==> config.mk <==
export PLATFORM = sky130hd
export DESIGN_NAME = psss_ctrl
export DESIGN_NICKNAME = d
export VERILOG_FILES = /design/src/rtl/psss_pkg.sv /design/src/rtl/psss_trig_if.sv /design/src/rtl/psss_trig_qual.sv /design/src/rtl/psss_ctrl.sv
export SDC_FILE = /design/constraint.sdc
export NUM_CORES = 1
export LEC_CHECK = 0
export BUFFER_PORTS_ARGS = -buffer_cell sky130_fd_sc_hd__buf_2
export CORE_AREA = 10 10 232 234
export CTS_BUF_LIST = sky130_fd_sc_hd__clkbuf_2 sky130_fd_sc_hd__clkbuf_4 sky130_fd_sc_hd__clkbuf_8
export DETAILED_ROUTE_END_ITERATION = 8
export DIE_AREA = 0 0 242 244
export REMOVE_ABC_BUFFERS = 1
export SLEW_MARGIN = 20
export SYNTH_ARGS = -nofsm -noshare
export SYNTH_HDL_FRONTEND = slang
export SYNTH_HIERARCHICAL = 1
export SYNTH_SLANG_ARGS = --single-unit
==> constraint.sdc <==
create_clock -name i_clk_sys -period 7.1 [get_ports i_clk_sys]
set_input_delay 1.42 -clock i_clk_sys [delete_from_list [all_inputs] [get_ports i_clk_sys]]
set_output_delay 1.42 -clock i_clk_sys [all_outputs]
set_load 0.02 [all_outputs]
==> src/rtl/psss_pkg.sv <==
// Constants, register map and types of the power-state startup and shutdown controller.
// Assumes one always-on 100 MHz clock and a plain 8-bit address, 16-bit data register port.
package psss_pkg;

  // Clock rate and the times that the controller measures.
  localparam int LP_CLK_HZ = 100_000_000;
  localparam int LP_QUAL_MS = 40;
  localparam int LP_QUAL_CYC = LP_QUAL_MS * (LP_CLK_HZ / 1000);
  localparam int LP_HOLD_LONG_S = 10;
  localparam int LP_HOLD_LONG_CYC = LP_HOLD_LONG_S * LP_CLK_HZ;
  localparam int LP_HOLD_SHORT_S = 5;
  localparam int LP_HOLD_SHORT_CYC = LP_HOLD_SHORT_S * LP_CLK_HZ;
  localparam int LP_SLOT_US = 1280;
  localparam int LP_SLOT_CYC = LP_SLOT_US * (LP_CLK_HZ / 1_000_000);
  localparam int LP_CNT_W = 32;

  // Register port.
  localparam int LP_ADDR_W = 8;
  localparam int LP_DATA_W = 16;
  localparam logic [LP_ADDR_W-1:0] LP_REG_CTRL = 8'h03;
  localparam logic [LP_ADDR_W-1:0] LP_REG_STATUS = 8'h1f;
  localparam logic [LP_ADDR_W-1:0] LP_REG_MASK = 8'h27;
  localparam logic [LP_ADDR_W-1:0] LP_REG_CFG = 8'h40;
  localparam logic [LP_ADDR_W-1:0] LP_REG_STATE = 8'h41;
  localparam logic [LP_ADDR_W-1:0] LP_REG_SLOT0 = 8'h50;

  // Control register fields and reset values.
  localparam int LP_CTRL_ON_BIT = 15;
  localparam int LP_CTRL_HOLD_BIT = 3;
  localparam int LP_CTRL_POL_BIT = 1;
  localparam logic LP_CHIP_ON_RST = 1'b0;
  localparam logic LP_HOLD_SEL_RST = 1'b0;
  localparam logic LP_POL_RST = 1'b1;

  // Configuration register fields.
  localparam int LP_CFG_W = 6;
  localparam int LP_CFG_ALARM_EN = 0;
  localparam int LP_CFG_USB_SUSP = 1;
  localparam int LP_CFG_WAKE_LOW = 2;
  localparam int LP_CFG_UP_LOW = 3;
  localparam int LP_CFG_DOWN_LOW = 4;
  localparam int LP_CFG_HIB = 5;
  localparam logic [LP_CFG_W-1:0] LP_CFG_RST = 6'h00;

  // Wake cause status and mask.
  localparam int LP_ST_W = 7;
  localparam int LP_ST_OFF = 6;
  localparam int LP_ST_HIB = 5;
  localparam int LP_ST_CONV = 4;
  localparam int LP_ST_WDOG = 3;
  localparam int LP_ST_UP = 2;
  localparam int LP_ST_BTN = 1;
  localparam int LP_ST_WAKE = 0;
  localparam logic [LP_ST_W-1:0] LP_MASK_RST = 7'h00;

  // Sequencer.
  localparam int LP_NUM_SUPPLY = 11;
  localparam int LP_SLOT_W = 4;
  localparam logic [LP_SLOT_W-1:0] LP_LAST_SLOT = 4'hd;
  localparam logic [LP_SLOT_W-1:0] LP_SLOT_TAB_RST = 4'h0;
  localparam logic [3:0] LP_WDOG_PRIOR_FAULTS = 4'h7;

  // Trigger qualifier channels.
  localparam int LP_NUM_TRIG = 5;
  localparam int LP_TRG_BTN = 0;
  localparam int LP_TRG_BTN_LONG = 1;
  localparam int LP_TRG_WAKE = 2;
  localparam int LP_TRG_UP = 3;
  localparam int LP_TRG_DOWN = 4;

  typedef enum logic [1:0] {
    ST_OFF = 2'b00,
    ST_SEQ = 2'b01,
    ST_ACTIVE = 2'b10,
    ST_HIB = 2'b11
  } psss_state_t;

endpackage : psss_pkg

==> src/rtl/psss_trig_if.sv <==
// Connection between the controller and one trigger duration qualifier.
// Assumes the level arrives synchronous to the system clock.
interface psss_trig_if;
  import psss_pkg::*;
  logic raw;
  logic act_low;
  logic [LP_CNT_W-1:0] limit;
  logic held;
  logic fire;
  modport src (output raw, output act_low, output limit, input held, input fire);
  modport qual (input raw, input act_low, input limit, output held, output fire);
endinterface : psss_trig_if

==> src/rtl/psss_trig_qual.sv <==
// Trigger duration qualifier: reports a level held longer than a cycle limit.
// Assumes the input is synchronous and the limit is at least one.
module psss_trig_qual
  import psss_pkg::*;
(
  input wire logic i_clk_sys,
  input wire logic i_nrst,
  psss_trig_if.qual trg
);

  logic [LP_CNT_W-1:0] cnt_ff;
  logic held_d_ff;
  logic asserted;

  assign asserted = trg.raw ^ trg.act_low;
  // Comparing with >= keeps a shortened limit from being stepped over.
  // A hold already reported stays held if the limit is raised, so one hold never gives two events.
  assign trg.held = asserted && ((cnt_ff >= trg.limit) || held_d_ff);
  assign trg.fire = trg.held && !held_d_ff;

  always_ff @(posedge i_clk_sys)
  begin
    if (!i_nrst)
      cnt_ff <= '0;
    else if (!asserted)
      cnt_ff <= '0;
    else if (cnt_ff < trg.limit)
      cnt_ff <= cnt_ff + 1'b1;
  end

  always_ff @(posedge i_clk_sys)
  begin
    if (!i_nrst)
      held_d_ff <= 1'b0;
    else
      held_d_ff <= trg.held;
  end

  property p_release_clears;
    @(posedge i_clk_sys) disable iff (!i_nrst) !asserted |=> (cnt_ff == '0) && !trg.held;
  endproperty
  a_release_clears: assert property (p_release_clears) else $error("Counter kept after release.");

  property p_fire_once;
    @(posedge i_clk_sys) disable iff (!i_nrst) trg.fire |=> !trg.fire && (trg.held || !asserted);
  endproperty
  a_fire_once: assert property (p_fire_once) else $error("Qualified event repeated.");

endmodule : psss_trig_qual

==> src/rtl/psss_ctrl.sv <==
// Power-state controller: startup and shutdown events, supply sequencing, wake cause status.
// Assumes synchronous pins and a host on the plain register port; control, configuration and mask registers are lost in OFF.
// Operation
// - OFF or HIBERNATE to ACTIVE on startup.
// - Button held over 40 ms starts.
// - Wake GPIO held over 40 ms starts.
// - Power-up GPIO held over 40 ms starts.
// - RTC alarm starts only when enabled.
// - Adaptor or USB rising edge starts.
// - Startup needs supply above threshold.
// - USB start picks battery or USB trickle.
// - Battery arrival never starts the device.
// - Status bits for start from OFF/HIBERNATE.
// - Status bits for fault and watchdog resets.
// - Status bits for qualified trigger presses.
// - Status set on rising edge, clear on read.
// - Mask bit one keeps its status off the interrupt.
// - Wake interrupt on any unmasked status.
// - Sequencer runs fourteen slots; each of eleven supplies picks one.
// - Advance after 1.28 ms and supplies good.
// - Shutdown events move to OFF.
// - Startup sets on bit; writing zero shuts down.
// - Power-down GPIO held over 40 ms stops.
// - Button held 10 s or 5 s stops.
// - Watchdog stops only after seven faults.
// - Button polarity: one is active low, reset one.
// - Hold select: zero 10 s, one 5 s.
// - Shutdown resets controls, asserts reset, enters OFF.
module psss_ctrl
  import psss_pkg::*;
#(
  parameter logic [LP_CNT_W-1:0] P_QUAL_CYC = LP_CNT_W'(LP_QUAL_CYC),
  parameter logic [LP_CNT_W-1:0] P_HOLD_LONG_CYC = LP_CNT_W'(LP_HOLD_LONG_CYC),
  parameter logic [LP_CNT_W-1:0] P_HOLD_SHORT_CYC = LP_CNT_W'(LP_HOLD_SHORT_CYC),
  parameter logic [LP_CNT_W-1:0] P_SLOT_CYC = LP_CNT_W'(LP_SLOT_CYC)
)
(
  input wire logic i_clk_sys,
  input wire logic i_nrst,
  input wire logic [LP_ADDR_W-1:0] i_addr,
  input wire logic [LP_DATA_W-1:0] i_wdata,
  input wire logic i_wr,
  input wire logic i_rd,
  output logic [LP_DATA_W-1:0] o_rdata,
  input wire logic i_button,
  input wire logic i_gpio_wake,
  input wire logic i_gpio_power_up_input,
  input wire logic i_gpio_power_down_input,
  input wire logic i_rtc_alarm,
  input wire logic i_adaptor_sense,
  input wire logic i_usb_sense,
  input wire logic i_supply_above_threshold,
  input wire logic i_conv_fault_reset,
  input wire logic i_wdog_reset,
  input wire logic i_wdog_timeout,
  input wire logic [3:0] i_prior_fault_count,
  input wire logic i_fault_shutdown,
  input wire logic i_thermal_shutdown,
  input wire logic [LP_NUM_SUPPLY-1:0] i_supply_good,
  output logic [LP_NUM_SUPPLY-1:0] o_supply_en,
  output logic o_sel_battery,
  output logic o_sel_usb,
  output logic o_usb_trickle_100ma,
  output logic o_wake_first_level_irq,
  output logic o_sys_reset_n,
  output logic [1:0] o_power_state
);

  psss_state_t state_ff;
  psss_state_t nxt_state;
  logic chip_on_ff;
  logic hold_sel_ff;
  logic pol_ff;
  logic [LP_CFG_W-1:0] cfg_ff;
  logic [LP_ST_W-1:0] status_ff;
  logic [LP_ST_W-1:0] mask_ff;
  logic [LP_ST_W-1:0] set_v;
  logic [LP_SLOT_W-1:0] slot_tab_ff [LP_NUM_SUPPLY];
  logic [LP_SLOT_W-1:0] slot_ff;
  logic [LP_SLOT_W-1:0] slot_idx;
  logic [LP_CNT_W-1:0] tmr_ff;
  logic [LP_NUM_SUPPLY-1:0] slot_hit;
  logic [LP_NUM_SUPPLY-1:0] en_ff;
  logic [LP_DATA_W-1:0] rdata_ff;
  logic [LP_DATA_W-1:0] rd_val;
  logic alarm_d_ff;
  logic adaptor_d_ff;
  logic usb_d_ff;
  logic conv_d_ff;
  logic wdog_d_ff;
  logic sel_bat_ff;
  logic sel_usb_ff;
  logic trickle_ff;
  logic sys_reset_n_ff;
  logic ev_alarm;
  logic ev_adaptor;
  logic ev_usb;
  logic start_ev;
  logic start_ok;
  logic sw_off;
  logic wdog_stop;
  logic stop_ev;
  logic going_off;
  logic slot_ok;
  logic seq_done;
  logic wr_ctrl;
  logic wr_cfg;
  logic rd_status;

  psss_trig_if u_trg [LP_NUM_TRIG] ();

  assign u_trg[LP_TRG_BTN].raw = i_button;
  assign u_trg[LP_TRG_BTN].act_low = pol_ff;
  assign u_trg[LP_TRG_BTN].limit = P_QUAL_CYC;
  assign u_trg[LP_TRG_BTN_LONG].raw = i_button;
  assign u_trg[LP_TRG_BTN_LONG].act_low = pol_ff;
  assign u_trg[LP_TRG_BTN_LONG].limit = hold_sel_ff ? P_HOLD_SHORT_CYC : P_HOLD_LONG_CYC;
  assign u_trg[LP_TRG_WAKE].raw = i_gpio_wake;
  assign u_trg[LP_TRG_WAKE].act_low = cfg_ff[LP_CFG_WAKE_LOW];
  assign u_trg[LP_TRG_WAKE].limit = P_QUAL_CYC;
  assign u_trg[LP_TRG_UP].raw = i_gpio_power_up_input;
  assign u_trg[LP_TRG_UP].act_low = cfg_ff[LP_CFG_UP_LOW];
  assign u_trg[LP_TRG_UP].limit = P_QUAL_CYC;
  assign u_trg[LP_TRG_DOWN].raw = i_gpio_power_down_input;
  assign u_trg[LP_TRG_DOWN].act_low = cfg_ff[LP_CFG_DOWN_LOW];
  assign u_trg[LP_TRG_DOWN].limit = P_QUAL_CYC;

  generate
    for (genvar g = 0; g < LP_NUM_TRIG; g++)
    begin : g_trig
      psss_trig_qual u_qual (
        .i_clk_sys(i_clk_sys),
        .i_nrst(i_nrst),
        .trg(u_trg[g])
      );
    end
  endgenerate

  always_ff @(posedge i_clk_sys)
  begin
    if (!i_nrst)
    begin
      alarm_d_ff <= 1'b0;
      adaptor_d_ff <= 1'b0;
      usb_d_ff <= 1'b0;
      conv_d_ff <= 1'b0;
      wdog_d_ff <= 1'b0;
    end
    else
    begin
      alarm_d_ff <= i_rtc_alarm;
      adaptor_d_ff <= i_adaptor_sense;
      usb_d_ff <= i_usb_sense;
      conv_d_ff <= i_conv_fault_reset;
      wdog_d_ff <= i_wdog_reset;
    end
  end

  assign ev_alarm = i_rtc_alarm && !alarm_d_ff && cfg_ff[LP_CFG_ALARM_EN];
  assign ev_adaptor = i_adaptor_sense && !adaptor_d_ff;
  assign ev_usb = i_usb_sense && !usb_d_ff;
  assign start_ev = i_supply_above_threshold && (u_trg[LP_TRG_BTN].fire || u_trg[LP_TRG_WAKE].fire
    || u_trg[LP_TRG_UP].fire || ev_alarm || ev_adaptor || ev_usb);

  assign wr_ctrl = i_wr && (i_addr == LP_REG_CTRL);
  assign wr_cfg = i_wr && (i_addr == LP_REG_CFG);
  assign rd_status = i_rd && (i_addr == LP_REG_STATUS);

  assign sw_off = wr_ctrl && !i_wdata[LP_CTRL_ON_BIT] && chip_on_ff;
  assign wdog_stop = i_wdog_timeout && (i_prior_fault_count >= LP_WDOG_PRIOR_FAULTS);
  assign stop_ev = sw_off || u_trg[LP_TRG_DOWN].fire || u_trg[LP_TRG_BTN_LONG].fire || wdog_stop
    || i_fault_shutdown || i_thermal_shutdown;
  assign start_ok = start_ev && !stop_ev;
  assign going_off = (state_ff != ST_OFF) && stop_ev;

  always_comb
  begin
    nxt_state = state_ff;
    unique case (state_ff)
      ST_OFF:
        if (start_ok)
          nxt_state = ST_SEQ;
      ST_SEQ:
        if (stop_ev)
          nxt_state = ST_OFF;
        else if (seq_done)
          nxt_state = ST_ACTIVE;
      ST_ACTIVE:
        if (stop_ev)
          nxt_state = ST_OFF;
        else if (cfg_ff[LP_CFG_HIB])
          nxt_state = ST_HIB;
      ST_HIB:
        if (stop_ev)
          nxt_state = ST_OFF;
        else if (start_ok || !cfg_ff[LP_CFG_HIB])
          nxt_state = ST_ACTIVE;
    endcase
  end

  always_ff @(posedge i_clk_sys)
  begin
    if (!i_nrst)
      state_ff <= ST_OFF;
    else
      state_ff <= nxt_state;
  end

  // Slot entries of 14 or 15 are never reached, which leaves that supply off.
  generate
    for (genvar s = 0; s < LP_NUM_SUPPLY; s++)
    begin : g_slot
      assign slot_hit[s] = (slot_tab_ff[s] == slot_ff);
      always_ff @(posedge i_clk_sys)
      begin
        if (!i_nrst)
          slot_tab_ff[s] <= LP_SLOT_TAB_RST;
        else if (i_wr && (i_addr == LP_REG_SLOT0 + s))
          slot_tab_ff[s] <= i_wdata[LP_SLOT_W-1:0];
      end
    end
  endgenerate

  assign slot_ok = &(~slot_hit | i_supply_good);
  assign seq_done = (state_ff == ST_SEQ) && (tmr_ff >= P_SLOT_CYC) && slot_ok && (slot_ff == LP_LAST_SLOT);

  always_ff @(posedge i_clk_sys)
  begin
    if (!i_nrst)
    begin
      slot_ff <= '0;
      tmr_ff <= '0;
    end
    else if (state_ff != ST_SEQ)
    begin
      slot_ff <= '0;
      tmr_ff <= '0;
    end
    else if (tmr_ff < P_SLOT_CYC)
      tmr_ff <= tmr_ff + 1'b1;
    else if (slot_ok && (slot_ff != LP_LAST_SLOT))
    begin
      slot_ff <= slot_ff + 1'b1;
      tmr_ff <= '0;
    end
  end

  // A supply stays enabled once its slot has come, until the device goes off.
  always_ff @(posedge i_clk_sys)
  begin
    if (!i_nrst)
      en_ff <= '0;
    else if (nxt_state == ST_OFF)
      en_ff <= '0;
    else if (state_ff == ST_SEQ)
      en_ff <= en_ff | slot_hit;
  end

  always_ff @(posedge i_clk_sys)
  begin
    if (!i_nrst)
      sys_reset_n_ff <= 1'b0;
    else
      sys_reset_n_ff <= (nxt_state == ST_ACTIVE) || (nxt_state == ST_HIB);
  end

  always_ff @(posedge i_clk_sys)
  begin
    if (!i_nrst || going_off)
    begin
      chip_on_ff <= LP_CHIP_ON_RST;
      hold_sel_ff <= LP_HOLD_SEL_RST;
      pol_ff <= LP_POL_RST;
    end
    else
    begin
      if ((state_ff == ST_OFF) && start_ok)
        chip_on_ff <= 1'b1;
      else if (wr_ctrl && (state_ff != ST_OFF))
        chip_on_ff <= i_wdata[LP_CTRL_ON_BIT];
      if (wr_ctrl)
      begin
        hold_sel_ff <= i_wdata[LP_CTRL_HOLD_BIT];
        pol_ff <= i_wdata[LP_CTRL_POL_BIT];
      end
    end
  end

  always_ff @(posedge i_clk_sys)
  begin
    if (!i_nrst || going_off)
      cfg_ff <= LP_CFG_RST;
    else if (wr_cfg)
      cfg_ff <= i_wdata[LP_CFG_W-1:0];
    else if ((state_ff == ST_HIB) && start_ok)
      cfg_ff[LP_CFG_HIB] <= 1'b0;
  end

  always_ff @(posedge i_clk_sys)
  begin
    if (!i_nrst || going_off)
      mask_ff <= LP_MASK_RST;
    else if (i_wr && (i_addr == LP_REG_MASK))
      mask_ff <= i_wdata[LP_ST_W-1:0];
  end

  always_ff @(posedge i_clk_sys)
  begin
    if (!i_nrst || going_off)
    begin
      sel_bat_ff <= 1'b0;
      sel_usb_ff <= 1'b0;
      trickle_ff <= 1'b0;
    end
    else if ((state_ff == ST_OFF || state_ff == ST_HIB) && start_ok && ev_usb)
    begin
      sel_bat_ff <= cfg_ff[LP_CFG_USB_SUSP];
      sel_usb_ff <= !cfg_ff[LP_CFG_USB_SUSP];
      trickle_ff <= !cfg_ff[LP_CFG_USB_SUSP];
    end
  end

  assign set_v[LP_ST_OFF] = (state_ff == ST_OFF) && start_ok;
  assign set_v[LP_ST_HIB] = (state_ff == ST_HIB) && start_ok;
  assign set_v[LP_ST_CONV] = i_conv_fault_reset && !conv_d_ff;
  assign set_v[LP_ST_WDOG] = i_wdog_reset && !wdog_d_ff;
  assign set_v[LP_ST_UP] = u_trg[LP_TRG_UP].fire;
  assign set_v[LP_ST_BTN] = u_trg[LP_TRG_BTN].fire;
  assign set_v[LP_ST_WAKE] = u_trg[LP_TRG_WAKE].fire;

  always_ff @(posedge i_clk_sys)
  begin
    if (!i_nrst)
      status_ff <= '0;
    else
      status_ff <= (rd_status ? '0 : status_ff) | set_v;
  end

  assign o_wake_first_level_irq = |(status_ff & ~mask_ff);

  assign slot_idx = LP_SLOT_W'(i_addr - LP_REG_SLOT0);

  always_comb
  begin
    rd_val = '0;
    case (i_addr)
      LP_REG_CTRL:
      begin
        rd_val[LP_CTRL_ON_BIT] = chip_on_ff;
        rd_val[LP_CTRL_HOLD_BIT] = hold_sel_ff;
        rd_val[LP_CTRL_POL_BIT] = pol_ff;
      end
      LP_REG_STATUS:
        rd_val = LP_DATA_W'(status_ff);
      LP_REG_MASK:
        rd_val = LP_DATA_W'(mask_ff);
      LP_REG_CFG:
        rd_val = LP_DATA_W'(cfg_ff);
      LP_REG_STATE:
        rd_val = LP_DATA_W'({slot_ff, state_ff});
      default:
        if ((i_addr >= LP_REG_SLOT0) && (i_addr < LP_REG_SLOT0 + LP_NUM_SUPPLY))
          rd_val = LP_DATA_W'(slot_tab_ff[slot_idx]);
    endcase
  end

  // Read data stands only in the cycle after the read strobe.
  always_ff @(posedge i_clk_sys)
  begin
    if (!i_nrst)
      rdata_ff <= '0;
    else if (i_rd)
      rdata_ff <= rd_val;
    else
      rdata_ff <= '0;
  end

  assign o_rdata = rdata_ff;
  assign o_supply_en = en_ff;
  assign o_sel_battery = sel_bat_ff;
  assign o_sel_usb = sel_usb_ff;
  assign o_usb_trickle_100ma = trickle_ff;
  assign o_sys_reset_n = sys_reset_n_ff;
  assign o_power_state = state_ff;

  property p_start;
    @(posedge i_clk_sys) disable iff (!i_nrst) (state_ff == ST_OFF) && start_ok |=> (state_ff == ST_SEQ);
  endproperty
  a_start: assert property (p_start) else $error("Startup event did not start.");

  property p_supply_gate;
    @(posedge i_clk_sys) disable iff (!i_nrst)
      (state_ff == ST_OFF) && !i_supply_above_threshold |=> (state_ff == ST_OFF);
  endproperty
  a_supply_gate: assert property (p_supply_gate) else $error("Started below threshold.");

  property p_stop_first;
    @(posedge i_clk_sys) disable iff (!i_nrst)
      (state_ff != ST_OFF) && stop_ev |=> (state_ff == ST_OFF) && !chip_on_ff && pol_ff && (en_ff == '0);
  endproperty
  a_stop_first: assert property (p_stop_first) else $error("Shutdown did not reach OFF.");

  property p_on_bit;
    @(posedge i_clk_sys) disable iff (!i_nrst) (state_ff == ST_OFF) && start_ok |=> chip_on_ff && status_ff[LP_ST_OFF];
  endproperty
  a_on_bit: assert property (p_on_bit) else $error("Startup left on bit or status clear.");

  property p_clear_on_read;
    @(posedge i_clk_sys) disable iff (!i_nrst) rd_status |=> (status_ff == $past(set_v)) && (o_rdata[6:0] == $past(status_ff));
  endproperty
  a_clear_on_read: assert property (p_clear_on_read) else $error("Status read did not clear.");

  property p_irq;
    @(posedge i_clk_sys) disable iff (!i_nrst) set_v[LP_ST_BTN] && !mask_ff[LP_ST_BTN] && !going_off |=> o_wake_first_level_irq;
  endproperty
  a_irq: assert property (p_irq) else $error("Unmasked cause gave no interrupt.");

  property p_mask_all;
    @(posedge i_clk_sys) disable iff (!i_nrst) (mask_ff == 7'h7f) |-> !o_wake_first_level_irq;
  endproperty
  a_mask_all: assert property (p_mask_all) else $error("Masked cause raised interrupt.");

  property p_slot_wait;
    @(posedge i_clk_sys) disable iff (!i_nrst)
      (state_ff == ST_SEQ) && ($past(state_ff) == ST_SEQ) && (slot_ff != $past(slot_ff))
        |-> ($past(tmr_ff) >= P_SLOT_CYC) && $past(slot_ok) && (slot_ff == $past(slot_ff) + 4'h1);
  endproperty
  a_slot_wait: assert property (p_slot_wait) else $error("Slot advanced too early.");

  property p_fourteen;
    @(posedge i_clk_sys) disable iff (!i_nrst)
      (state_ff == ST_ACTIVE) && ($past(state_ff) == ST_SEQ) |-> ($past(slot_ff) == LP_LAST_SLOT);
  endproperty
  a_fourteen: assert property (p_fourteen) else $error("Active before last slot.");

  property p_wdog;
    @(posedge i_clk_sys) disable iff (!i_nrst)
      (state_ff == ST_ACTIVE) && (i_prior_fault_count < 4'h7) && !(stop_ev && !wdog_stop) && !cfg_ff[LP_CFG_HIB]
        |=> (state_ff == ST_ACTIVE);
  endproperty
  a_wdog: assert property (p_wdog) else $error("Watchdog shut down too early.");

  property p_usb;
    @(posedge i_clk_sys) disable iff (!i_nrst)
      (state_ff == ST_OFF) && start_ok && ev_usb && !cfg_ff[LP_CFG_USB_SUSP] |=> o_sel_usb && o_usb_trickle_100ma;
  endproperty
  a_usb: assert property (p_usb) else $error("USB start did not select USB power.");

endmodule : psss_ctrl

==> results of run 1 <==
==> cell type report <==
class                   instances  area share, %
diodes                          3         0.0344
clock buffers                  91           5.08
clock inverters                10          0.281
inverters                     199           3.43
multi-input cells            1831           55.9
flip-flops and latches        297           29.3
well taps                     672           3.86
repair buffers                 86           2.12
==> through the flow <==
| step | utilization [%] | worst slack [ns] | total power [mW] |
|---|---|---|---|
| after floorplan | - | 3.24 | 1.92 |
| after global placement | 41.7 | 1.99 | 1.99 |
| after detailed placement | 41.7 | 1.90 | 2.00 |
| after CTS | 44.1 | 1.85 | 3.78 |
| after global routing | 44.1 | 1.36 | 3.89 |
| final | 44.1 | 1.92 | 3.71 |
==> flip-flops by register name, summed over array words and instances, names as in the netlist, 2 cells and up <==
| register | cells |
|---|---|
| o_supply_en | 11 |
| tmr_ff | 32 |
| mask_ff | 7 |
| g_trig.u_qual/held_d_ff | 5 |
| slot_tab_ff | 44 |
| slot_ff | 4 |
| g_trig.u_qual/cnt_ff | 160 |
| o_power_state | 2 |
| cfg_ff | 6 |
| status_ff | 7 |
| o_rdata | 8 |
==> how the worst max path moves through the flow <==
stage / cells past startpoint / slack (ns) / to / from
3_3_place_gp: 16 / 1.99 / o_supply_en[5] / hold_sel_ff
6_report: 16 / 1.92 / o_supply_en[5] / hold_sel_ff
5_1_grt: 16 / 1.36 / o_supply_en[0] / hold_sel_ff
4_1_cts: 16 / 1.85 / o_supply_en[5] / hold_sel_ff
3_5_place_dp: 16 / 1.90 / o_supply_en[5] / hold_sel_ff
2_1_floorplan: 15 / 3.24 / o_supply_en[0] / hold_sel_ff
==> routing by layer <==
layer	routed length [um]	part of all wire (%)	vias to the layer above	global-route usage, %
met1	23100	47	8177	21.0
met5	0	0	-	0
met4	1280	2.6	0	5.94
met3	2680	5.4	83	3.13
li1	-	-	8746	-
met2	22100	45	342	26.4
==> worst max-delay path: cells and delay by family (launching register included) <==
kind	cells	cell delay, ns
adder cells (fa/ha/maj)	1	0.25
AO/OA/AOI/OAI	4	1.70
buffers and inverters	2	0.34
flip-flops	1	0.56
AND/OR/NAND/NOR	9	2.15
==> cell usage in the layout (no fill, tap or decap), types with 72 or more instances in the layout <==
cell type                   n
sky130_fd_sc_hd__and2_1    85
sky130_fd_sc_hd__a21oi_1  263
sky130_fd_sc_hd__o31ai_1  126
sky130_fd_sc_hd__or4_1    120
sky130_fd_sc_hd__inv_1    198
sky130_fd_sc_hd__buf_2     73
sky130_fd_sc_hd__nor2_1    72
sky130_fd_sc_hd__ha_1     174
sky130_fd_sc_hd__nand4_1   83
sky130_fd_sc_hd__nand2_1  150
sky130_fd_sc_hd__dfxtp_1  253
sky130_fd_sc_hd__nand3_1  121
sky130_fd_sc_hd__conb_1   154
==> report_power, final <==
part           switching, mW  total (mW)  internal [mW]
Combinational          0.150       0.229         0.0789
Clock                  0.757        1.74          0.985
Sequential            0.0168        1.74           1.73
Total                  0.925        3.71           2.79
==> impl_metrics.prom, run 1 <==
# TYPE chip_impl_metric gauge
chip_impl_metric{name="final.fill_count",unit=""} 4960
chip_impl_metric{name="tritoncts.num_buffers",unit=""} 55
chip_impl_metric{name="place_congestion",unit=""} 0.828
chip_impl_metric{name="cap_viol_max_count",unit=""} 0
chip_impl_metric{name="post_cts_hold_buffer_count",unit=""} 0
chip_impl_metric{name="max-clock-path-buffers",unit=""} 3
chip_impl_metric{name="synthesis.yosys.warnings",unit=""} 6
chip_impl_metric{name="setup_viol",unit=""} 0
chip_impl_metric{name="fp-row-count",unit=""} 82
chip_impl_info{name="rsz0062_at_grt",value="false"} 1
chip_impl_metric{name="finalNetCount",unit=""} 2700
chip_impl_metric{name="number_of_antenna_violations_at_the_first_check_in_global_routing",unit=""} 2
chip_impl_metric{name="power_density",unit="nW/um^2"} 170
chip_impl_info{name="regToRegEndpoint",value="o_supply_en[5]"} 1
chip_impl_metric{name="synth_cells",unit=""} 2302
chip_impl_metric{name="boundaryPins",unit=""} 90
chip_impl_metric{name="count_of_non_filler_cells_in_the_finished_layout",unit=""} 3189
chip_impl_metric{name="final.setup_skew",unit="ns"} 0.0199
chip_impl_metric{name="layout-drive-gt1-share",unit="%"} 9.55
chip_impl_metric{name="ff2ff_setup_slack",unit="ns"} 1.92
chip_impl_info{name="worst_hold_startpoint",value="g_trig[0].u_qual/held_d_ff"} 1
chip_impl_metric{name="htree_num_levels",unit=""} 2
chip_impl_metric{name="final-max-slew-violation-count",unit=""} 0
chip_impl_metric{name="max_clock_freq",unit="GHz"} 0.193
chip_impl_metric{name="ir_drop",unit="mV"} 0.126
chip_impl_metric{name="ff_latch_area",unit="sq um"} 6390
chip_impl_metric{name="synth.avg_cell_area",unit="sq um"} 8.43
chip_impl_metric{name="vias_in_the_first_global_route",unit=""} 16500
chip_impl_info{name="crit-reg2reg-launch",value="hold_sel_ff"} 1
chip_impl_metric{name="flow.area_growth_from_synthesis",unit="%"} 12.4
chip_impl_metric{name="start_util",unit="%"} 39.2
chip_impl_metric{name="die_area",unit="sq um"} 59000
chip_impl_metric{name="timing.hold.ws",unit="ns"} 0.453
chip_impl_info{name="clockRootBuffer",value="sky130_fd_sc_hd__clkbuf_8"} 1
chip_impl_metric{name="drc_errors",unit=""} 0
chip_impl_info{name="critical_path.endpoint_type",value="flip-flop"} 1
chip_impl_metric{name="grt_use_total",unit="%"} 16.2
chip_impl_info{name="run_status",value="completed"} 1
chip_impl_metric{name="global_route.overflow_total",unit=""} 0
chip_impl_metric{name="final.setup.tns",unit="ns"} 0
chip_impl_info{name="holdCritPathClass",value="reg2reg"} 1
chip_impl_info{name="cp_cell_sequence",value="inv_1 -> inv_1 -> ha_1 -> nand4_1 -> nor4_1 -> a21boi_1 -> o31ai_1 -> nand3_1 -> and3b_1 -> nor4_1 -> nand2_1 -> nor4_1 -> nor2_1 -> o21a_1 -> a211oi_2 -> nor2_1"} 1
chip_impl_metric{name="finalCritPeriodShare",unit="%"} 72.9
chip_impl_metric{name="timing.reg2reg.worst_path_depth",unit=""} 16
chip_impl_metric{name="numClockSinks",unit=""} 297
chip_impl_metric{name="cell_area_reported_after_detailed_placement",unit="sq um"} 20600
chip_impl_info{name="critical_path.slowest_cell",value="sky130_fd_sc_hd__a211oi_2"} 1
chip_impl_metric{name="first_pass_iters",unit=""} 5
chip_impl_metric{name="critPathMaxFanout",unit=""} 11
chip_impl_metric{name="routed-via-count",unit=""} 17300
chip_impl_metric{name="port_buffers",unit=""} 73
chip_impl_info{name="critical_path.most_common_cell",value="sky130_fd_sc_hd__nor4_1"} 1
chip_impl_info{name="critical_path_class",value="reg2reg"} 1
chip_impl_metric{name="average_vias_per_placed_instance",unit=""} 5.44
chip_impl_metric{name="multi_input_comb_area",unit="sq um"} 12200
chip_impl_info{name="hold_path_end",value="g_trig[0].u_qual/held_d_ff"} 1
chip_impl_metric{name="drt_wl_total",unit="um"} 49200
chip_impl_metric{name="hpwlAfterDp",unit="um"} 34900
chip_impl_metric{name="post-route-cell-area",unit="sq um"} 21800
chip_impl_metric{name="worst_slew_margin_rel",unit="%"} 28.1
chip_impl_metric{name="finalWorstPathRequiredPeriod",unit="ns"} 5.18
chip_impl_metric{name="clk_transition_reported_paths",unit="ns"} 0.06
chip_impl_metric{name="static-leakage-power",unit="nW"} 8.54
chip_impl_metric{name="drt_iter0_markers",unit=""} 1008
chip_impl_metric{name="grt_start_max_net_pins",unit=""} 54
chip_impl_metric{name="arrival",unit="ns"} 5.67
chip_impl_metric{name="hold_violations",unit=""} 0
chip_impl_metric{name="post_cts_resize_count",unit=""} 0
chip_impl_metric{name="first_pass_grt_wire_length",unit="um"} 81900
chip_impl_metric{name="postRouteAntennaNets",unit=""} 0
chip_impl_metric{name="syn_area",unit="sq um"} 19400
chip_impl_metric{name="chipHeight",unit="um"} 244
chip_impl_metric{name="critical_path_required",unit="ns"} 7.59
chip_impl_info{name="clock_tree_from_tritoncts",value="done"} 1
chip_impl_metric{name="clk-insertion-delay-late",unit="ns"} 0.65
chip_impl_info{name="cp-start-kind",value="flip-flop"} 1
chip_impl_metric{name="placed_cells",unit=""} 3085
chip_impl_metric{name="die_x",unit="um"} 242
chip_impl_metric{name="cts_post_setup_buffers_inserted",unit=""} 0
chip_impl_metric{name="slew_at_the_pin_with_the_worst_max_slew_slack",unit="ns"} 1.08
chip_impl_metric{name="core_area",unit="sq um"} 49500
chip_impl_metric{name="timing.critical_path.slowest_cell_delay",unit="ns"} 0.72
chip_impl_metric{name="min_delay_path_depth",unit=""} 1
chip_impl_metric{name="route.detailed.wl_per_inst",unit="um"} 15.4
Note: power is estimated with default switching activity, not from simulation.
==> inputs of run 2 (changes only) <==
--- a/config.mk
+++ b/config.mk
@@ -5,11 +5,12 @@
 export SDC_FILE = /design/constraint.sdc
 export NUM_CORES = 1
 export LEC_CHECK = 0
+export ABC_AREA = 1
 export BUFFER_PORTS_ARGS = -buffer_cell sky130_fd_sc_hd__buf_2
-export CORE_AREA = 10 10 232 234
+export CORE_AREA = 10 10 246 248
 export CTS_BUF_LIST = sky130_fd_sc_hd__clkbuf_2 sky130_fd_sc_hd__clkbuf_4 sky130_fd_sc_hd__clkbuf_8
 export DETAILED_ROUTE_END_ITERATION = 8
-export DIE_AREA = 0 0 242 244
+export DIE_AREA = 0 0 256 258
 export REMOVE_ABC_BUFFERS = 1
 export SLEW_MARGIN = 20
 export SYNTH_ARGS = -nofsm -noshare
==> constraint.sdc (replaced) <==
create_clock -name i_clk_sys -period 5.2 [get_ports i_clk_sys]
set_input_delay 1.04 -clock i_clk_sys [delete_from_list [all_inputs] [get_ports i_clk_sys]]
set_output_delay 1.04 -clock i_clk_sys [all_outputs]
set_load 0.02 [all_outputs]
==> run 2 against run 1 <==
  * Sequential cell count unchanged
  * Highest routed layer unchanged
  * Sequential share of layout area decreased by 3.2 points
  * Worst setup slack got worse by 0.69 ns
  * Final cell count increased by 35%
==> impl_metrics.prom, run 2 <==
# TYPE chip_impl_metric gauge
chip_impl_info{name="run_status",value="completed"} 1
chip_impl_info{name="cp-start-kind",value="flip-flop"} 1
chip_impl_metric{name="boundaryPins",unit=""} 90
chip_impl_metric{name="max_clock_freq",unit="GHz"} 0.252
chip_impl_metric{name="postRouteAntennaNets",unit=""} 0
chip_impl_metric{name="core_area",unit="sq um"} 55700
chip_impl_metric{name="drc_errors",unit=""} 0
chip_impl_metric{name="finalNetCount",unit=""} 3745
chip_impl_info{name="clock_tree_from_tritoncts",value="done"} 1
chip_impl_metric{name="finalCritPeriodShare",unit="%"} 76.3
chip_impl_metric{name="cap_viol_max_count",unit=""} 0
chip_impl_metric{name="count_of_non_filler_cells_in_the_finished_layout",unit=""} 4316
chip_impl_metric{name="synth.avg_cell_area",unit="sq um"} 6.59
chip_impl_metric{name="cp_num_buf_inv",unit=""} 1
chip_impl_metric{name="arrival",unit="ns"} 4.56
chip_impl_info{name="critical_path.slowest_cell",value="sky130_fd_sc_hd__nand2_2"} 1
chip_impl_metric{name="clk-insertion-delay-late",unit="ns"} 0.66
chip_impl_metric{name="fin_total_pwr",unit="mW"} 5.31
chip_impl_metric{name="finalWorstPathRequiredPeriod",unit="ns"} 3.97
chip_impl_metric{name="drt_iter0_markers",unit=""} 1353
chip_impl_metric{name="critPathMaxFanout",unit=""} 34
chip_impl_metric{name="die_x",unit="um"} 256
chip_impl_info{name="largest-register",value="g_trig.u_qual/cnt_ff"} 1
chip_impl_metric{name="numClockSinks",unit=""} 297
chip_impl_metric{name="placed_cells",unit=""} 4213
chip_impl_metric{name="timing.hold.ws",unit="ns"} 0.418
chip_impl_metric{name="route.detailed.wl_per_inst",unit="um"} 13.1
chip_impl_metric{name="first_pass_iters",unit=""} 5
chip_impl_metric{name="setup_viol",unit=""} 0
chip_impl_info{name="critical_path_class",value="reg2reg"} 1
chip_impl_info{name="layout.cells.most_common",value="sky130_fd_sc_hd__nand2_1"} 1
chip_impl_metric{name="final-max-slew-violation-count",unit=""} 0
chip_impl_metric{name="final.setup_skew",unit="ns"} 0.0338
chip_impl_metric{name="layout-drive-gt1-share",unit="%"} 9.41
chip_impl_metric{name="grt_start_max_net_pins",unit=""} 44
chip_impl_metric{name="routed-via-count",unit=""} 20400
chip_impl_metric{name="tritoncts.num_buffers",unit=""} 56
chip_impl_info{name="most-common-layout-cells",value="sky130_fd_sc_hd__nand2_1 (980), sky130_fd_sc_hd__inv_1 (397), sky130_fd_sc_hd__nor2_1 (364), sky130_fd_sc_hd__a21oi_1 (283), sky130_fd_sc_hd__dfxtp_1 (253)"} 1
chip_impl_metric{name="htree_num_levels",unit=""} 2
chip_impl_metric{name="worst_slew_margin_rel",unit="%"} 39.9
chip_impl_metric{name="largest_register_ff_count",unit=""} 160
chip_impl_metric{name="critical_path_required",unit="ns"} 5.79
chip_impl_metric{name="drt_wl_total",unit="um"} 56700
chip_impl_info{name="critical_path.most_common_cell",value="sky130_fd_sc_hd__nand2_1"} 1
chip_impl_metric{name="port_buffers",unit=""} 73
chip_impl_metric{name="static-leakage-power",unit="nW"} 10.4
chip_impl_metric{name="post_cts_hold_buffer_count",unit=""} 0
chip_impl_info{name="critical_path.top_delay_family",value="simple AND/OR/NAND/NOR gates"} 1
chip_impl_metric{name="ir_drop",unit="mV"} 0.176
chip_impl_metric{name="number_of_antenna_violations_at_the_first_check_in_global_routing",unit=""} 1
chip_impl_metric{name="cts_post_setup_buffers_inserted",unit=""} 0
chip_impl_info{name="cp_cell_sequence",value="ha_1 -> nand2_1 -> nor2_1 -> nand2_1 -> nor3b_2 -> nand2_2 -> nand3_1 -> nand2_1 -> nor2_1 -> inv_1 -> nand3_1 -> nor2_1 -> a21boi_0 -> nand2_4 -> nand3_1 -> nand2_1 -> nand3_1 -> nand2_1 -> nand2_1 -> nand2_2 -> a21oi_2"} 1
chip_impl_metric{name="post-route-cell-area",unit="sq um"} 24500
chip_impl_metric{name="max-clock-path-buffers",unit=""} 3
chip_impl_metric{name="slew_at_the_pin_with_the_worst_max_slew_slack",unit="ns"} 0.895
chip_impl_info{name="rsz0062_at_grt",value="false"} 1
chip_impl_metric{name="chipHeight",unit="um"} 258
chip_impl_metric{name="final.setup.tns",unit="ns"} 0
chip_impl_metric{name="fp-row-count",unit=""} 87
chip_impl_metric{name="average_vias_per_placed_instance",unit=""} 4.73
chip_impl_metric{name="clk_transition_reported_paths",unit="ns"} 0.06
chip_impl_metric{name="hpwlAfterDp",unit="um"} 42100
chip_impl_metric{name="timing.critical_path.slowest_cell_delay",unit="ns"} 0.42
chip_impl_metric{name="grt_use_total",unit="%"} 16.9
chip_impl_metric{name="start_util",unit="%"} 39.3
chip_impl_metric{name="die_area",unit="sq um"} 66000
chip_impl_metric{name="synthesis.yosys.warnings",unit=""} 6
chip_impl_metric{name="power_density",unit="nW/um^2"} 216
chip_impl_metric{name="syn_area",unit="sq um"} 21900
chip_impl_metric{name="global_route.overflow_total",unit=""} 0
chip_impl_metric{name="post_cts_resize_count",unit=""} 0
chip_impl_info{name="critical_path.endpoint_type",value="flip-flop"} 1
chip_impl_metric{name="vias_in_the_first_global_route",unit=""} 19000
chip_impl_info{name="top_regs",value="g_trig.u_qual/cnt_ff (160), slot_tab_ff (44), tmr_ff (32)"} 1
chip_impl_metric{name="hold_violations",unit=""} 0
chip_impl_metric{name="place_congestion",unit=""} 0.907
chip_impl_metric{name="cell_area_reported_after_detailed_placement",unit="sq um"} 23200
chip_impl_metric{name="num_antenna_cells",unit=""} 0
chip_impl_info{name="clockRootBuffer",value="sky130_fd_sc_hd__clkbuf_8"} 1
chip_impl_metric{name="synth_cells",unit=""} 3322
chip_impl_info{name="holdCritPathClass",value="reg2reg"} 1
chip_impl_metric{name="flow.area_growth_from_synthesis",unit="%"} 11.9
chip_impl_metric{name="first_pass_grt_wire_length",unit="um"} 94700
-- run 2: cell types whose count changed in the layout (fill, tap and decap cells not counted), moves of 85 or more --
cell | previous run | this run
sky130_fd_sc_hd__o31ai_1 | 126 | 0
sky130_fd_sc_hd__nand3_1 | 121 | 249
sky130_fd_sc_hd__inv_1 | 198 | 397
sky130_fd_sc_hd__and2_1 | 85 | 0
sky130_fd_sc_hd__or4_1 | 120 | 0
sky130_fd_sc_hd__nor2_1 | 72 | 364
sky130_fd_sc_hd__nand2_1 | 150 | 980
-- run 2: worst paths after layout --
| path | from | end | slack [ns] | cells past startpoint |
|---|---|---|---|---|
| worst min-delay path | wdog_d_ff | status_ff[3] | 0.42 | 1 |
| worst max-delay path | g_trig[2].u_qual/cnt_ff[31] | o_supply_en[10] | 1.23 | 21 |
| worst max register to register | g_trig[2].u_qual/cnt_ff[31] | o_supply_en[10] | 1.23 | 21 |
| worst min register to register | wdog_d_ff | status_ff[3] | 0.42 | 1 |
-- run 2: per-layer routing --
metal / share of wire [%] / GRT usage (%)
met5: 0 / 0
met3: 5.0 / 3.01
met1: 48 / 22.2
met2: 45 / 28.1
met4: 2.2 / 4.35
-- run 2: metrics by stage --
step | util [%] | setup slack, ns
floorplan | - | 1.96
global placement | 41.7 | 1.18
global route | 44.0 | 0.837
CTS | 44.0 | 1.22
finish | 44.0 | 1.23
detailed placement | 41.7 | 1.21
-- run 2: cell type report --
class / count / area [sq um]
clock buffers: 86 / 1100
clock inverters: 17 / 169
fillers: 6134 / 31200
inverters: 419 / 1570
multi-input cells: 2657 / 13900
flip-flops and latches: 297 / 6390
well taps: 756 / 946
repair buffers: 84 / 448
-- run 2: power breakdown --
group / internal, mW / total [mW] / switching (mW) / leakage, nW
Combinational: 0.106 / 0.355 / 0.248 / 7.29
Sequential: 2.36 / 2.39 / 0.0269 / 2.46
Clock: 1.49 / 2.57 / 1.07 / 0.676
==> inputs of run 3 (changes only) <==
==> constraint.sdc (replaced) <==
create_clock -name i_clk_sys -period 3.94 [get_ports i_clk_sys]
set_input_delay 0.788 -clock i_clk_sys [delete_from_list [all_inputs] [get_ports i_clk_sys]]
set_output_delay 0.788 -clock i_clk_sys [all_outputs]
set_load 0.02 [all_outputs]
==> run 3 against run 2 <==
  * Final cell count is 0.35% higher
  * Clock power is 29% higher
  * Sequential share of layout area is 0.078 points lower
  * Global-route usage is 0.076 points higher
  * Utilization is 0.13 points higher
  * Sequential power is 32% higher
  * Register-to-register slack worse by 0.79 ns
  * Die area stayed put
  * Non-clock buffer count is 16 higher
  * Fmax is 13% higher
  * Largest power group unchanged
==> impl_metrics.prom, run 3 (same netlist as run 2, synthesis figures left out) <==
# TYPE chip_impl_metric gauge
chip_impl_metric{name="core_area",unit="sq um"} 55700
chip_impl_metric{name="port_buffers",unit=""} 73
chip_impl_metric{name="average_vias_per_placed_instance",unit=""} 4.73
chip_impl_metric{name="place_congestion",unit=""} 0.904
chip_impl_info{name="largest-register",value="g_trig.u_qual/cnt_ff"} 1
chip_impl_info{name="critical_path.slowest_cell",value="sky130_fd_sc_hd__nand2_2"} 1
chip_impl_metric{name="fin_total_pwr",unit="mW"} 6.94
chip_impl_metric{name="slew_at_the_pin_with_the_worst_max_slew_slack",unit="ns"} 0.822
chip_impl_metric{name="cts_post_setup_buffers_inserted",unit=""} 0
chip_impl_metric{name="num_antenna_cells",unit=""} 0
chip_impl_metric{name="vias_in_the_first_global_route",unit=""} 18900
chip_impl_metric{name="clk_transition_reported_paths",unit="ns"} 0.06
chip_impl_metric{name="flow.area_growth_from_synthesis",unit="%"} 12.3
chip_impl_metric{name="cell_area_reported_after_detailed_placement",unit="sq um"} 23400
chip_impl_metric{name="global_route.overflow_total",unit=""} 0
chip_impl_metric{name="hold_violations",unit=""} 0
chip_impl_metric{name="grt_use_total",unit="%"} 16.9
chip_impl_metric{name="die_area",unit="sq um"} 66000
chip_impl_metric{name="chipHeight",unit="um"} 258
chip_impl_metric{name="finalNetCount",unit=""} 3760
chip_impl_metric{name="final.setup.tns",unit="ns"} 0
chip_impl_metric{name="post_cts_resize_count",unit=""} 0
chip_impl_metric{name="final-max-slew-violation-count",unit=""} 0
chip_impl_metric{name="ir_drop",unit="mV"} 0.226
chip_impl_info{name="clockRootBuffer",value="sky130_fd_sc_hd__clkbuf_8"} 1
chip_impl_metric{name="route.detailed.wl_per_inst",unit="um"} 13.2
chip_impl_info{name="layout.cells.most_common",value="sky130_fd_sc_hd__nand2_1"} 1
chip_impl_metric{name="placed_cells",unit=""} 4229
chip_impl_metric{name="static-leakage-power",unit="nW"} 10.5
chip_impl_metric{name="layout-drive-gt1-share",unit="%"} 9.73
chip_impl_metric{name="htree_num_levels",unit=""} 2
chip_impl_metric{name="worst_slew_margin_rel",unit="%"} 44.8
chip_impl_metric{name="count_of_non_filler_cells_in_the_finished_layout",unit=""} 4331
chip_impl_metric{name="number_of_antenna_violations_at_the_first_check_in_global_routing",unit=""} 1
chip_impl_metric{name="finalWorstPathRequiredPeriod",unit="ns"} 3.50
chip_impl_metric{name="drc_errors",unit=""} 0
chip_impl_info{name="cp-start-kind",value="flip-flop"} 1
chip_impl_metric{name="critical_path_required",unit="ns"} 4.49
chip_impl_metric{name="final.setup_skew",unit="ns"} 0.0518
chip_impl_info{name="rsz0062_at_grt",value="false"} 1
chip_impl_metric{name="routed-via-count",unit=""} 20500
chip_impl_metric{name="first_pass_grt_wire_length",unit="um"} 94900
chip_impl_metric{name="tritoncts.num_buffers",unit=""} 55
chip_impl_metric{name="timing.final.ws_setup",unit="ns"} 0.440
chip_impl_info{name="most-common-layout-cells",value="sky130_fd_sc_hd__nand2_1 (984), sky130_fd_sc_hd__inv_1 (397), sky130_fd_sc_hd__nor2_1 (365), sky130_fd_sc_hd__a21oi_1 (283), sky130_fd_sc_hd__dfxtp_1 (253)"} 1
chip_impl_metric{name="timing.hold.ws",unit="ns"} 0.297
chip_impl_metric{name="fp-row-count",unit=""} 87
chip_impl_metric{name="max_clock_freq",unit="GHz"} 0.286
chip_impl_info{name="top_regs",value="g_trig.u_qual/cnt_ff (160), slot_tab_ff (44), tmr_ff (32)"} 1
chip_impl_metric{name="cp_num_buf_inv",unit=""} 4
chip_impl_metric{name="drt_wl_total",unit="um"} 57200
chip_impl_metric{name="dp_slack",unit="ns"} 0.455
chip_impl_metric{name="grt_start_max_net_pins",unit=""} 34
chip_impl_metric{name="die_x",unit="um"} 256
chip_impl_metric{name="utilization",unit="%"} 44.1
chip_impl_info{name="run_status",value="completed"} 1
chip_impl_metric{name="cap_viol_max_count",unit=""} 0
chip_impl_metric{name="post-route-cell-area",unit="sq um"} 24600
chip_impl_metric{name="power_density",unit="nW/um^2"} 282
chip_impl_metric{name="arrival",unit="ns"} 4.05
chip_impl_metric{name="postRouteAntennaNets",unit=""} 0
chip_impl_metric{name="setup_viol",unit=""} 0
chip_impl_info{name="critical_path.endpoint_type",value="flip-flop"} 1
chip_impl_info{name="critical_path.most_common_cell",value="sky130_fd_sc_hd__nand2_1"} 1
chip_impl_metric{name="max-clock-path-buffers",unit=""} 3
chip_impl_metric{name="clk-insertion-delay-late",unit="ns"} 0.69
chip_impl_metric{name="drt_iter0_markers",unit=""} 1303
chip_impl_metric{name="timing.critical_path.slowest_cell_delay",unit="ns"} 0.35
chip_impl_metric{name="finalCritPeriodShare",unit="%"} 88.8
chip_impl_metric{name="start_util",unit="%"} 39.3
chip_impl_info{name="critical_path_class",value="reg2reg"} 1
chip_impl_info{name="clock_tree_from_tritoncts",value="done"} 1
chip_impl_info{name="critical_path.top_delay_family",value="simple AND/OR/NAND/NOR gates"} 1
chip_impl_metric{name="boundaryPins",unit=""} 90
chip_impl_metric{name="post_cts_hold_buffer_count",unit=""} 0
chip_impl_info{name="holdCritPathClass",value="in2reg"} 1
chip_impl_metric{name="hpwlAfterDp",unit="um"} 42500
chip_impl_metric{name="first_pass_iters",unit=""} 6
chip_impl_metric{name="critPathMaxFanout",unit=""} 12
chip_impl_metric{name="numClockSinks",unit=""} 297
chip_impl_metric{name="largest_register_ff_count",unit=""} 160
==> run 3: cell types whose count changed in the layout (fill, tap and decap cells not counted), sizes merged <==
cell    previous run  this run
bufinv             3         1
clkbuf            86        94
buf               84       100
inv              419       418
clkinv            14         8
==> run 3: final cells by class <==
class	count	area, sq um
clock buffers	94	1140
clock inverters	8	93.8
fillers	6030	31100
inverters	419	1570
multi-input cells	2657	13900
flip-flops and latches	297	6390
well taps	756	946
repair buffers	100	568
==> run 3: path summary, 6_finish.rpt <==
check	end	cells past startpoint	start	slack (ns)
worst max-delay path	o_supply_en[1]	25	hold_sel_ff	0.44
worst max register to register	o_supply_en[1]	25	hold_sel_ff	0.44
worst min register to register	status_ff[4]	1	conv_d_ff	0.38
worst min-delay path	usb_d_ff	3	i_usb_sense	0.30
==> run 3: metal layers <==
layer | track usage [%] | vias to the layer above | part of all wire, %
met5 | 0 | - | 0.014
met4 | 3.80 | 2 | 1.6
met3 | 3.13 | 68 | 5.2
met2 | 28.3 | 396 | 45
met1 | 22.4 | 9102 | 48
li1 | - | 10900 | -
==> run 3: power by group <==
group / internal [mW] / switching, mW
clock network: 1.88 / 1.42
logic: 0.146 / 0.335
registers: 3.11 / 0.0333
==> run 3: worst register-to-register path, stage by stage (launching register included) <==
cell and delay, ns:
sky130_fd_sc_hd__dfxtp_1 0.31, sky130_fd_sc_hd__inv_1 0.29, sky130_fd_sc_hd__inv_1 0.09, sky130_fd_sc_hd__ha_1 0.34
sky130_fd_sc_hd__a21oi_1 0.15, sky130_fd_sc_hd__nand2_1 0.07, sky130_fd_sc_hd__a21oi_1 0.12, sky130_fd_sc_hd__nand2_1 0.11
sky130_fd_sc_hd__nand2_2 0.08, sky130_fd_sc_hd__nand3_1 0.08, sky130_fd_sc_hd__nand2_1 0.07, sky130_fd_sc_hd__nor2_1 0.04
sky130_fd_sc_hd__nor2_1 0.26, sky130_fd_sc_hd__nand2_1 0.09, sky130_fd_sc_hd__a21oi_1 0.20, sky130_fd_sc_hd__nand2_2 0.11
sky130_fd_sc_hd__inv_2 0.09, sky130_fd_sc_hd__nand2_4 0.07, sky130_fd_sc_hd__nand4_2 0.08, sky130_fd_sc_hd__nand2_1 0.05
sky130_fd_sc_hd__inv_1 0.05, sky130_fd_sc_hd__nand2_1 0.05, sky130_fd_sc_hd__nand2_1 0.05, sky130_fd_sc_hd__nand2_1 0.06
sky130_fd_sc_hd__nand2_2 0.35, sky130_fd_sc_hd__a21oi_1 0.12
